$ cat config.mk
export PLATFORM = sky130hd
export DESIGN_NAME = cmc_controller
export DESIGN_NICKNAME = d
export VERILOG_FILES = /design/src/core/cmc_controller.v /design/src/core/cmc_cycle_timer.v
export VERILOG_INCLUDE_DIRS = /design/src /design/src/core
export SDC_FILE = /design/constraint.sdc
export NUM_CORES = 1
export LEC_CHECK = 0
export BUFFER_PORTS_ARGS = -buffer_cell sky130_fd_sc_hd__buf_4
export CORE_MARGIN = 3
export CORE_UTILIZATION = 35
export CTS_BUF_LIST = sky130_fd_sc_hd__clkbuf_16
export DETAILED_ROUTE_END_ITERATION = 6
export PLACE_DENSITY_LB_ADDON = 0.3
export SLEW_MARGIN = 20
export SYNTH_ARGS = -nofsm -noshare
export SYNTH_HDL_FRONTEND = slang
export SYNTH_SLANG_ARGS = --single-unit
$ cat constraint.sdc
create_clock -name clk -period 2.9 [get_ports clk]
set_clock_uncertainty 0.05 [all_clocks]
set_input_delay 0.87 -clock clk [delete_from_list [all_inputs] [get_ports clk]]
set_output_delay 0.87 -clock clk [all_outputs]
set_load 0.02 [all_outputs]
$ cat src/core/cmc_map.vh
/*
  register offsets, field positions, reset values and timing counts for
  the core memory cycle controller.
  assumes a 40 MHz clock and a 32-bit AXI4-Lite register port.
*/
`ifndef CMC_MAP_VH
`define CMC_MAP_VH

// ==========================================================
// register byte offsets
`define CMC_REG_CTRL 8'h00
`define CMC_REG_ADDR 8'h04
`define CMC_REG_WDATA 8'h08
`define CMC_REG_STATUS 8'h0c
`define CMC_REG_CFG 8'h10
`define CMC_REG_RDATA 8'h14

// ==========================================================
// fields
`define CMC_CTRL_OP_LSB 0
`define CMC_CTRL_OP_MSB 2
`define CMC_CTRL_GO 8
`define CMC_ST_BUSY 0
`define CMC_ST_DONE 1
`define CMC_ST_DATA 2
`define CMC_ST_AVAIL 3
`define CMC_ST_REFUSED 4
`define CMC_CFG_ASYNC 0
`define CMC_CFG_PWR_READY 1

// ==========================================================
// cycle type codes
`define CMC_OP_CLEAR_WRITE 3'h0
`define CMC_OP_READ_RESTORE 3'h1
`define CMC_OP_SPLIT_READ 3'h2
`define CMC_OP_SPLIT_WRITE 3'h3
`define CMC_OP_READ_ONLY 3'h4

// ==========================================================
// reset values
`define CMC_RST_CTRL 3'h0
`define CMC_RST_ADDR 13'h0000
`define CMC_RST_WDATA 12'h000
`define CMC_RST_CFG 2'h0

// ==========================================================
// timing, in ns, and derived counts
`define CMC_CLK_NS 25
`define CMC_REQ_HOLD_NS 75
`define CMC_LINE_HOLD_NS 100
`define CMC_DATA_HOLD_NS 150
`define CMC_REQ_DROP_NS 700
`define CMC_SPACING_NS 750
`define CMC_LINE_CYC ((`CMC_LINE_HOLD_NS + `CMC_CLK_NS - 1) / `CMC_CLK_NS)
`define CMC_DATA_CYC ((`CMC_DATA_HOLD_NS + `CMC_CLK_NS - 1) / `CMC_CLK_NS)
`define CMC_DROP_CYC (`CMC_REQ_DROP_NS / `CMC_CLK_NS)
`define CMC_SPACE_CYC ((`CMC_SPACING_NS + `CMC_CLK_NS - 1) / `CMC_CLK_NS)

`endif

$ cat src/core/cmc_controller.v
/*
  requester-side controller for a core memory unit: takes cycle orders over
  AXI4-Lite and drives request, mode, address and write-data lines.
  assumes memory pins are synchronous to clk and active levels as listed.
*/
// Local design decisions: the address map and the AXI4-Lite slave port.
`timescale 1ns/1ps
`include "cmc_map.vh"

module cmc_controller #(
  parameter ADDR_W = 13,
  parameter DATA_W = 12,
  parameter TMR_W = 6
) (
  input wire clk, // 40 MHz clock
  input wire reset, // synchronous reset, active high
  input wire [7:0] s_axi_awaddr, // write address
  input wire s_axi_awvalid, // write address valid
  output reg s_axi_awready, // write address ready
  input wire [31:0] s_axi_wdata, // write data
  input wire [3:0] s_axi_wstrb, // write byte enables
  input wire s_axi_wvalid, // write data valid
  output reg s_axi_wready, // write data ready
  output reg [1:0] s_axi_bresp, // write response
  output reg s_axi_bvalid, // write response valid
  input wire s_axi_bready, // write response ready
  input wire [7:0] s_axi_araddr, // read address
  input wire s_axi_arvalid, // read address valid
  output reg s_axi_arready, // read address ready
  output reg [31:0] s_axi_rdata, // read data
  output reg [1:0] s_axi_rresp, // read response
  output reg s_axi_rvalid, // read data valid
  input wire s_axi_rready, // read data ready
  output reg readRequest_r, // read initiate to memory
  output reg writeRequest_r, // write initiate to memory
  output reg readOnly_r, // read-only mode line
  output reg fullCycleSelect_r, // full-cycle select line
  output reg [ADDR_W-1:0] memAddress_r, // address lines
  output reg [DATA_W-1:0] memWriteData_r, // write data lines
  output reg powerReady_r, // external supply-good drive
  input wire memoryAvailable, // memory idle, active high
  input wire dataValidN, // read data valid, active low
  input wire [DATA_W-1:0] memReadData // data output lines
);

  localparam [31:0] LINE_CYC = `CMC_LINE_CYC;
  localparam [31:0] DATA_CYC = `CMC_DATA_CYC;
  localparam [31:0] DROP_CYC = `CMC_DROP_CYC;
  localparam [31:0] SPACE_CYC = `CMC_SPACE_CYC;
  // request stands for the line hold time, well inside the drop limit
  localparam [31:0] REQ_CYC = (LINE_CYC < DROP_CYC) ? LINE_CYC : DROP_CYC;
  localparam [31:0] HOLD_CYC = (SPACE_CYC > DATA_CYC) ? SPACE_CYC : DATA_CYC;

  localparam [1:0] ST_IDLE = 2'h0;
  localparam [1:0] ST_ARM = 2'h1;
  localparam [1:0] ST_DRIVE = 2'h2;
  localparam [1:0] ST_HOLD = 2'h3;

  reg [1:0] state_r;
  reg [2:0] op_r;
  reg [1:0] cfg_r;
  reg asyncWait_r;
  reg done_r;
  reg dataSeen_r;
  reg refused_r;
  reg [DATA_W-1:0] readData_r;
  reg [ADDR_W-1:0] addrReg_r;
  reg [DATA_W-1:0] wdataReg_r;
  wire [TMR_W-1:0] elapsed;
  wire timerStart;
  wire wrFire;
  wire rdFire;
  wire [31:0] laneMask;
  wire goWrite;
  wire accepted;
  wire isRead;
  wire cycleEnd;
  wire [31:0] statusWord;
  reg [31:0] rdMux;
  reg rdOk;

  // ==========================================================
  // elapsed time since zero time
  cmc_cycle_timer #(
    .WIDTH(TMR_W)
  ) u_timer (
    .clk(clk),
    .reset(reset),
    .start(timerStart),
    .count(elapsed)
  );

  // ==========================================================
  // AXI4-Lite slave handshakes
  assign wrFire = s_axi_awvalid && s_axi_wvalid && !s_axi_awready && !s_axi_bvalid;
  assign rdFire = s_axi_arvalid && !s_axi_arready && !s_axi_rvalid;
  assign laneMask = {{8{s_axi_wstrb[3]}}, {8{s_axi_wstrb[2]}},
                     {8{s_axi_wstrb[1]}}, {8{s_axi_wstrb[0]}}};
  assign goWrite = s_axi_awready && (s_axi_awaddr == `CMC_REG_CTRL) &&
                   s_axi_wstrb[1] && s_axi_wdata[`CMC_CTRL_GO];
  assign accepted = goWrite && (state_r == ST_IDLE);

  always @(posedge clk)
  begin
    if (reset)
    begin
      s_axi_awready <= 1'b0;
      s_axi_wready <= 1'b0;
      s_axi_bvalid <= 1'b0;
      s_axi_bresp <= 2'h0;
      s_axi_arready <= 1'b0;
      s_axi_rvalid <= 1'b0;
      s_axi_rresp <= 2'h0;
      s_axi_rdata <= 32'h00000000;
    end
    else
    begin
      s_axi_awready <= wrFire;
      s_axi_wready <= wrFire;
      s_axi_arready <= rdFire;
      if (s_axi_awready)
      begin
        s_axi_bvalid <= 1'b1;
        s_axi_bresp <= (s_axi_awaddr <= `CMC_REG_CFG && s_axi_awaddr[1:0] == 2'h0) ?
                       2'h0 : 2'h2;
      end
      else if (s_axi_bready)
        s_axi_bvalid <= 1'b0;
      if (s_axi_arready)
      begin
        s_axi_rvalid <= 1'b1;
        s_axi_rdata <= rdMux;
        s_axi_rresp <= rdOk ? 2'h0 : 2'h2;
      end
      else if (s_axi_rready)
        s_axi_rvalid <= 1'b0;
    end
  end

  // ==========================================================
  // register writes
  always @(posedge clk)
  begin
    if (reset)
    begin
      addrReg_r <= `CMC_RST_ADDR;
      wdataReg_r <= `CMC_RST_WDATA;
      cfg_r <= `CMC_RST_CFG;
      op_r <= `CMC_RST_CTRL;
    end
    else if (s_axi_awready)
    begin
      case (s_axi_awaddr)
        `CMC_REG_CTRL:
        begin
          if (s_axi_wstrb[0] && state_r == ST_IDLE)
            op_r <= s_axi_wdata[`CMC_CTRL_OP_MSB:`CMC_CTRL_OP_LSB];
        end
        `CMC_REG_ADDR:
          addrReg_r <= (addrReg_r & ~laneMask[ADDR_W-1:0]) |
                       (s_axi_wdata[ADDR_W-1:0] & laneMask[ADDR_W-1:0]);
        `CMC_REG_WDATA:
          wdataReg_r <= (wdataReg_r & ~laneMask[DATA_W-1:0]) |
                        (s_axi_wdata[DATA_W-1:0] & laneMask[DATA_W-1:0]);
        `CMC_REG_CFG:
        begin
          if (s_axi_wstrb[0])
            cfg_r <= s_axi_wdata[1:0];
        end
        default:
          cfg_r <= cfg_r;
      endcase
    end
  end

  // ==========================================================
  // register reads
  assign statusWord = {27'h0, refused_r, memoryAvailable, dataSeen_r, done_r,
                       (state_r != ST_IDLE)};

  always @*
  begin
    rdOk = 1'b1;
    case (s_axi_araddr)
      `CMC_REG_CTRL: rdMux = {29'h0, op_r};
      `CMC_REG_ADDR: rdMux = {{(32-ADDR_W){1'b0}}, addrReg_r};
      `CMC_REG_WDATA: rdMux = {{(32-DATA_W){1'b0}}, wdataReg_r};
      `CMC_REG_STATUS: rdMux = statusWord;
      `CMC_REG_CFG: rdMux = {30'h0, cfg_r};
      `CMC_REG_RDATA: rdMux = {{(32-DATA_W){1'b0}}, readData_r};
      default:
      begin
        rdMux = 32'h00000000;
        rdOk = 1'b0;
      end
    endcase
  end

  // ==========================================================
  // cycle sequencer
  assign isRead = (op_r != `CMC_OP_CLEAR_WRITE) && (op_r != `CMC_OP_SPLIT_WRITE);
  assign timerStart = (state_r == ST_ARM && (memoryAvailable || cfg_r[`CMC_CFG_ASYNC])) ||
                      (state_r == ST_DRIVE && asyncWait_r && !memoryAvailable);
  assign cycleEnd = (state_r == ST_HOLD) && (elapsed >= HOLD_CYC[TMR_W-1:0] - 1'b1) &&
                    (memoryAvailable || cfg_r[`CMC_CFG_ASYNC]);

  always @(posedge clk)
  begin
    if (reset)
    begin
      state_r <= ST_IDLE;
      readRequest_r <= 1'b0;
      writeRequest_r <= 1'b0;
      readOnly_r <= 1'b0;
      fullCycleSelect_r <= 1'b0;
      memAddress_r <= `CMC_RST_ADDR;
      memWriteData_r <= `CMC_RST_WDATA;
      asyncWait_r <= 1'b0;
    end
    else
    begin
      case (state_r)
        ST_IDLE:
        begin
          if (accepted)
            state_r <= ST_ARM;
        end
        ST_ARM:
        begin
          if (memoryAvailable || cfg_r[`CMC_CFG_ASYNC])
          begin
            state_r <= ST_DRIVE;
            asyncWait_r <= !memoryAvailable;
            memAddress_r <= addrReg_r;
            // write data stands until next cycle
            memWriteData_r <= wdataReg_r;
            readRequest_r <= isRead;
            writeRequest_r <= !isRead;
            readOnly_r <= (op_r == `CMC_OP_READ_ONLY);
            fullCycleSelect_r <= (op_r != `CMC_OP_SPLIT_READ) &&
                                 (op_r != `CMC_OP_SPLIT_WRITE);
          end
        end
        ST_DRIVE:
        begin
          if (memoryAvailable)
            asyncWait_r <= 1'b0;
          if (!asyncWait_r && elapsed >= REQ_CYC[TMR_W-1:0] - 1'b1)
          begin
            readRequest_r <= 1'b0;
            writeRequest_r <= 1'b0;
            state_r <= ST_HOLD;
          end
        end
        ST_HOLD:
        begin
          if (cycleEnd)
            state_r <= ST_IDLE;
        end
        default:
          state_r <= ST_IDLE;
      endcase
    end
  end

  // ==========================================================
  // read data capture and sticky status
  always @(posedge clk)
  begin
    if (reset)
    begin
      readData_r <= {DATA_W{1'b0}};
      done_r <= 1'b0;
      dataSeen_r <= 1'b0;
      refused_r <= 1'b0;
      powerReady_r <= 1'b0;
    end
    else
    begin
      powerReady_r <= cfg_r[`CMC_CFG_PWR_READY];
      if (isRead && !asyncWait_r && !dataValidN &&
          (state_r == ST_DRIVE || state_r == ST_HOLD))
      begin
        readData_r <= memReadData;
        dataSeen_r <= 1'b1;
      end
      else if (s_axi_awready && s_axi_awaddr == `CMC_REG_STATUS &&
               s_axi_wstrb[0] && s_axi_wdata[`CMC_ST_DATA])
        dataSeen_r <= 1'b0;
      if (cycleEnd)
        done_r <= 1'b1;
      else if (s_axi_awready && s_axi_awaddr == `CMC_REG_STATUS &&
               s_axi_wstrb[0] && s_axi_wdata[`CMC_ST_DONE])
        done_r <= 1'b0;
      if (goWrite && state_r != ST_IDLE)
        refused_r <= 1'b1;
      else if (s_axi_awready && s_axi_awaddr == `CMC_REG_STATUS &&
               s_axi_wstrb[0] && s_axi_wdata[`CMC_ST_REFUSED])
        refused_r <= 1'b0;
    end
  end

endmodule // cmc_controller

$ cat src/core/cmc_cycle_timer.v
/*
  saturating elapsed-cycle counter, cleared by a start pulse.
  assumes one clock and a synchronous active-high reset.
*/
`timescale 1ns/1ps

module cmc_cycle_timer #(
  parameter WIDTH = 6
) (
  input wire clk, // system clock
  input wire reset, // synchronous reset, active high
  input wire start, // zero time: count restarts at 0
  output reg [WIDTH-1:0] count // cycles since last start
);

  // ==========================================================
  // counter
  always @(posedge clk)
  begin
    if (reset)
      count <= {WIDTH{1'b1}};
    else if (start)
      count <= {WIDTH{1'b0}};
    else if (count != {WIDTH{1'b1}})
      count <= count + {{(WIDTH-1){1'b0}}, 1'b1};
  end

endmodule // cmc_cycle_timer

# Yosys cells after proc, flatten, opt, wreduce, memory -nomap -nowiden
# Index checks and enable logic that the tools add are counted.
dict set report word_totals {
  ff_bits 124
  input_bits 73
  output_inout_bits 71
  wordCells 148
}
dict set report classes {
  addsub 1
  n_lt_le_gt_ge 3
  n_eq_ne 21
  muxes 29
  bitwise 8
  reduce_logical 61
}
# operator count
set op_table {}
lappend op_table {{13-bit one-hot mux with 6 select lines} 1}
lappend op_table {{8-bit by 4-bit equality test with 1-bit output (second input constant)} 4}
lappend op_table {{1-bit logical AND} 28}
lappend op_table {{13-bit bitwise AND} 2}
lappend op_table {{12-bit bitwise AND} 2}
lappend op_table {{8-bit by 5-bit equality test with 1-bit output (second input constant)} 3}
lappend op_table {{8-bit by 3-bit equality test with 1-bit output (second input constant)} 2}
lappend op_table {{8-bit logical NOT} 2}
lappend op_table {{1-bit two-way mux} 16}
lappend op_table {{2-bit nonzero test} 8}
lappend op_table {{13-bit inverter} 1}
lappend op_table {{13-bit bitwise OR} 1}
lappend op_table {{2-bit two-way mux} 6}
lappend op_table {{6-bit two-way mux} 2}
lappend op_table {{12-bit inverter} 1}
lappend op_table {{12-bit bitwise OR} 1}
lappend op_table {{3-bit AND reduction} 4}
lappend op_table {{8-bit by 5-bit <= comparator with 1-bit output (second input constant)} 1}
lappend op_table {{1-bit logical NOT} 8}
lappend op_table {{2-bit != test (second input constant)} 4}
lappend op_table {{2-bit one-hot mux with 4 select lines} 1}
lappend op_table {{6-bit by 1-bit adder with 6-bit output (second input constant)} 1}
lappend op_table {{6-bit by 2-bit >= comparator with 1-bit output (second input constant)} 1}
lappend op_table {{6-bit by 5-bit >= comparator with 1-bit output (second input constant)} 1}
lappend op_table {{other kinds (13)} 22}

# Longest topological paths before layout
dict set report logic_depth {
  word_depth 7
  depth_mapped 7
  depth_no_buf 6
}

# Cells and area by module
# A second synthesis with hierarchy kept.
dict set report unflattened {
  cells_unflattened 505
  hier_area_um2 4521.8
}
# mod n_inst cells_each area_each_um2 seq_area_each_um2
set by_module_without_submodules {}
lappend by_module_without_submodules {cmc_controller 1 472 4214.0 1941.9}
lappend by_module_without_submodules {cmc_cycle_timer 1 33 307.8 120.1}

# Least setup slack after synthesis
# Ideal clock, no wire load.
dict set report synth_timing {
  kind {in2reg}
  startpoint {in s_axi_araddr[4]}
  endpoint {reg s_axi_rdata[0]}
  setup_ns 0.059
  arrival_ns 2.066
  t_required_ns 2.791
  setup_slack_ns 0.724
  cell_stages 5
  n_path_buf 1
  cell_sequence {buf_6 -> or4b_4 -> o32ai_2 -> o2bb2ai_1 -> a22o_1}
}
dict set report synth_via {
  elab_chain_len 2
  word_cells_on_any_way 7
}
# item line_no
set synth_rtl {}
lappend synth_rtl {{start, declared} cmc_controller.v:27} ;# input wire [7:0] s_axi_araddr,
lappend synth_rtl {{8-bit by 5-bit equality test with 1-bit output (tied with other cells)} cmc_controller.v:184} ;# case (s_axi_araddr)
lappend synth_rtl {{13-bit one-hot mux with 6 select lines (*)} cmc_controller.v:184}
lappend synth_rtl {{end signal, assigned} cmc_controller.v:132} ;# s_axi_rdata <= rdMux;
lappend synth_rtl {{end, declared} cmc_controller.v:30} ;# output reg [31:0] s_axi_rdata,
# Every way passes the cells marked *; elsewhere a longest branch is shown, timed or not.
# A chain may end at the register's enable or synchronous reset.

# Worst setup path in the final report
dict set report layout_timing {
  startpoint {in s_axi_araddr[4]}
  endpoint {reg s_axi_rdata[7]}
}
# Same word-level chain as after synthesis.

==> results.json <==
{
  "fin_area_sq_um": 5700,
  "synth_xor_xnor_area_share_pct": 0.574,
  "placed_cell_area_sq_um": 5410,
  "grtUsageTotal_pct": 16.1,
  "die_x_um": 120,
  "avgRoutedWirePerCell_um": 15.6,
  "hold_end": "s_axi_wready",
  "drt-pass1-iter-count": 5,
  "clock_power_share_pct": 37.6,
  "cellLeakagePower_nw": 2.61,
  "synthAdderAreaFrac_pct": 2.19,
  "ys.flop_type": "dfxtp_1",
  "core_area_sq_um": 12700,
  "setup-violations-final": 0,
  "rows": 41,
  "clkLatencyLatePin_ns": 0.35,
  "timing.slew.headroom_pct": 49.5,
  "drcViolationCount": 0,
  "cts_resized": 0,
  "worst-slew-pin-transition_ns": 0.746,
  "routed_wirelength_um": 11900,
  "ys_seq_area_share_pct": 45.1,
  "synth_top_family_by_area": "simple AND/OR/NAND/NOR gates",
  "synthCells": 497,
  "dieArea_sq_um": 14500,
  "cp.arrival_ns": 2.42,
  "cp.required_ns": 3.14,
  "dp_hpwl_um": 8820,
  "syn_area_per_cell_sq_um": 9.21,
  "hold_violations": 0,
  "whs_path_depth": 1,
  "final_max_slew_viol_count": 0,
  "pwr-share-comb_pct": 13.1,
  "htreeDepth": 3,
  "path_max_fanout": 18,
  "portBuffers": 101,
  "syn_to_final_growth_pct": 24.5,
  "yosys.area_share.simple_pct": 18.2,
  "worstHoldPathType": "reg2reg",
  "finalSetupTns_ns": 0,
  "drtAntennaViolNets": 0,
  "start_kind": "input pin",
  "synth_warnings": 0,
  "die_h_um": 120,
  "yosysTopAreaCell": "dfxtp_1",
  "synth_compound_area_share_pct": 12.9,
  "r2r_setup_slack_ns": 1.01,
  "finalCritPeriodShare_pct": 75.0,
  "tritoncts": "built",
  "synth_mux_area_share_pct": 14.1,
  "synth.area.top_cells": "dfxtp_1 45%, mux2i_1 14%, nand2_1 5.0%",
  "path_clk_slew_ns": 0.07,
  "grt_pass1_vias": 3457,
  "path_class": "in2reg",
  "vdd_drop_max_uv": 241,
  "synth_common_cells": "103 x dfxtp_1, 62 x mux2i_1, 61 x nand2_1",
  "p_sw_share_pct": 27.2,
  "layout-drive-gt1-share_pct": 23.2,
  "max_freq_ghz": 0.460,
  "gp_congestion": 0.838,
  "clockBufferDepth": 2,
  "hold_path_startpoint": "s_axi_bvalid",
  "r2r_cells": 4,
  "yosysTopAreaCellShare_pct": 45.1,
  "grt_pass1_wl_um": 18400,
  "p_per_area_nw_per_um2": 538,
  "diodes": 0,
  "r2r_start": "s_axi_wready",
  "period_minus_slack_ns": 2.18,
  "p_sw_uw": 834,
  "antenna_found_initial": 0,
  "via_per_inst": 4.91,
  "post-cts-setup-buffers": 0,
  "grt_max_degree": 69,
  "grt-ovfl-total": 0,
  "intPower_mw": 2.23,
  "fin_nets": 672,
  "cts_buffers": 9,
  "synth.most_common_cell": "dfxtp_1",
  "cts_sinks": 103,
  "postSynth.asyncResetShare_pct": 0,
  "vias": 3771,
  "pin_count": 144,
  "pwr-share-seq_pct": 49.2,
  "cts-root-buf": "clkbuf_16",
  "yosys_register_bits": 103,
  "drv_cap": 0,
  "n_fill_cell": 1270,
  "syn_area_sq_um": 4580,
  "status": "completed",
  "ys_types": 55,
  "synth-edff-count": 0,
  "cts_hold_buf": 0,
  "cp-end-kind": "flip-flop",
  "drt_iter0_markers": 195,
  "start_util_pct": 36.0,
  "rsz0062_at_grt": "false"
}
-- critical path: stages --
cell and delay (ns):
buf_4 0.21, or4b_4 0.62, nor2_2 0.32, o2bb2ai_1 0.21
a22o_1 0.17
-- cell families (layout without fill, tap and decap cells) --
logic type | Yosys count | count (layout)
AO/OA/AOI/OAI | 88 | 88
XOR/XNOR | 3 | 3
adder cells (fa/ha/maj) | 8 | 8
buffers and inverters | 57 | 136
flip-flops | 103 | 103
multiplexers | 63 | 63
other | 1 | 21
AND/OR/NAND/NOR | 174 | 174
-- through the flow --
stage	power, mW	std cells	setup slack (ns)	hold WS [ns]	utilization, %
global placement	1.93	752	0.409	0.381	42.6
floorplan	1.83	517	0.724	0.391	-
finish	3.06	768	0.724	0.398	44.8
detailed placement	1.94	752	0.376	0.391	42.6
global route	3.19	768	0.641	0.417	44.8
CTS	3.08	768	0.738	0.400	44.8
-- power by group through the flow --
stage	Combinational (mW)	Sequential [mW]	Clock [mW]
after floorplan	0.301	1.53	0
after global placement	0.390	1.54	0
after detailed placement	0.401	1.54	0
after CTS	0.404	1.51	1.17
after global routing	0.444	1.52	1.23
final	0.402	1.51	1.15
-- metal layers --
layer / vias to the layer above / wire (um) / GRT usage [%]
met3: 9 / 560 / 3.41
met4: 0 / 122 / 4.75
met5: - / 0 / 0
li1: 1885 / - / -
met2: 114 / 5500 / 26.0
met1: 1763 / 5760 / 21.9
-- placed cells by master, fill, tap and decap left out, types with 2 or more instances in the layout --
master | synthesis | final
nand3_1 | 17 | 17
conb_1 | 1 | 21
a31oi_1 | 4 | 4
nand4_2 | 2 | 2
nor3_1 | 3 | 3
o2bb2ai_1 | 9 | 9
dfxtp_1 | 103 | 103
nand4_1 | 3 | 3
nor3b_1 | 2 | 2
ha_1 | 8 | 8
a21oi_1 | 33 | 33
nand2_1 | 61 | 61
clkbuf_16 | 0 | 9
nor2_1 | 59 | 59
xnor2_1 | 2 | 2
clkinv_4 | 0 | 2
nor2b_1 | 7 | 6
mux2i_1 | 62 | 62
o21ai_0 | 14 | 14
inv_1 | 10 | 10
inv_8 | 0 | 2
nand2b_1 | 3 | 3
buf_4 | 22 | 110
nor4b_1 | 4 | 4
o22ai_1 | 4 | 4
a32o_1 | 2 | 2
a22o_1 | 10 | 10
-- worst max-delay path by stage --
stage,cells past startpoint,endpoint,start
after floorplan,5,s_axi_rdata[0],s_axi_araddr[4]
after global placement,5,s_axi_rdata[8],s_axi_araddr[4]
after detailed placement,5,s_axi_rdata[7],s_axi_araddr[4]
after CTS,5,s_axi_rdata[7],s_axi_araddr[4]
after global routing,5,flip-flop,s_axi_awaddr[1]
final,5,s_axi_rdata[7],s_axi_araddr[4]
-- final cells by class --
| class | instances | area [sq um] | share of cell area [%] |
|---|---|---|---|
| Timing Repair Buffer | 110 | 826 | 14.5 |
| Multi-Input combinational cell | 357 | 2270 | 39.9 |
| Inverter | 10 | 37.5 | 0.659 |
| Clock inverter | 7 | 56.3 | 0.989 |
| Clock buffer | 9 | 225 | 3.95 |
| Tap cell | 172 | 215 | 3.78 |
| Sequential cell | 103 | 2060 | 36.2 |
No activity file was read; power rests on OpenSTA's default activity.
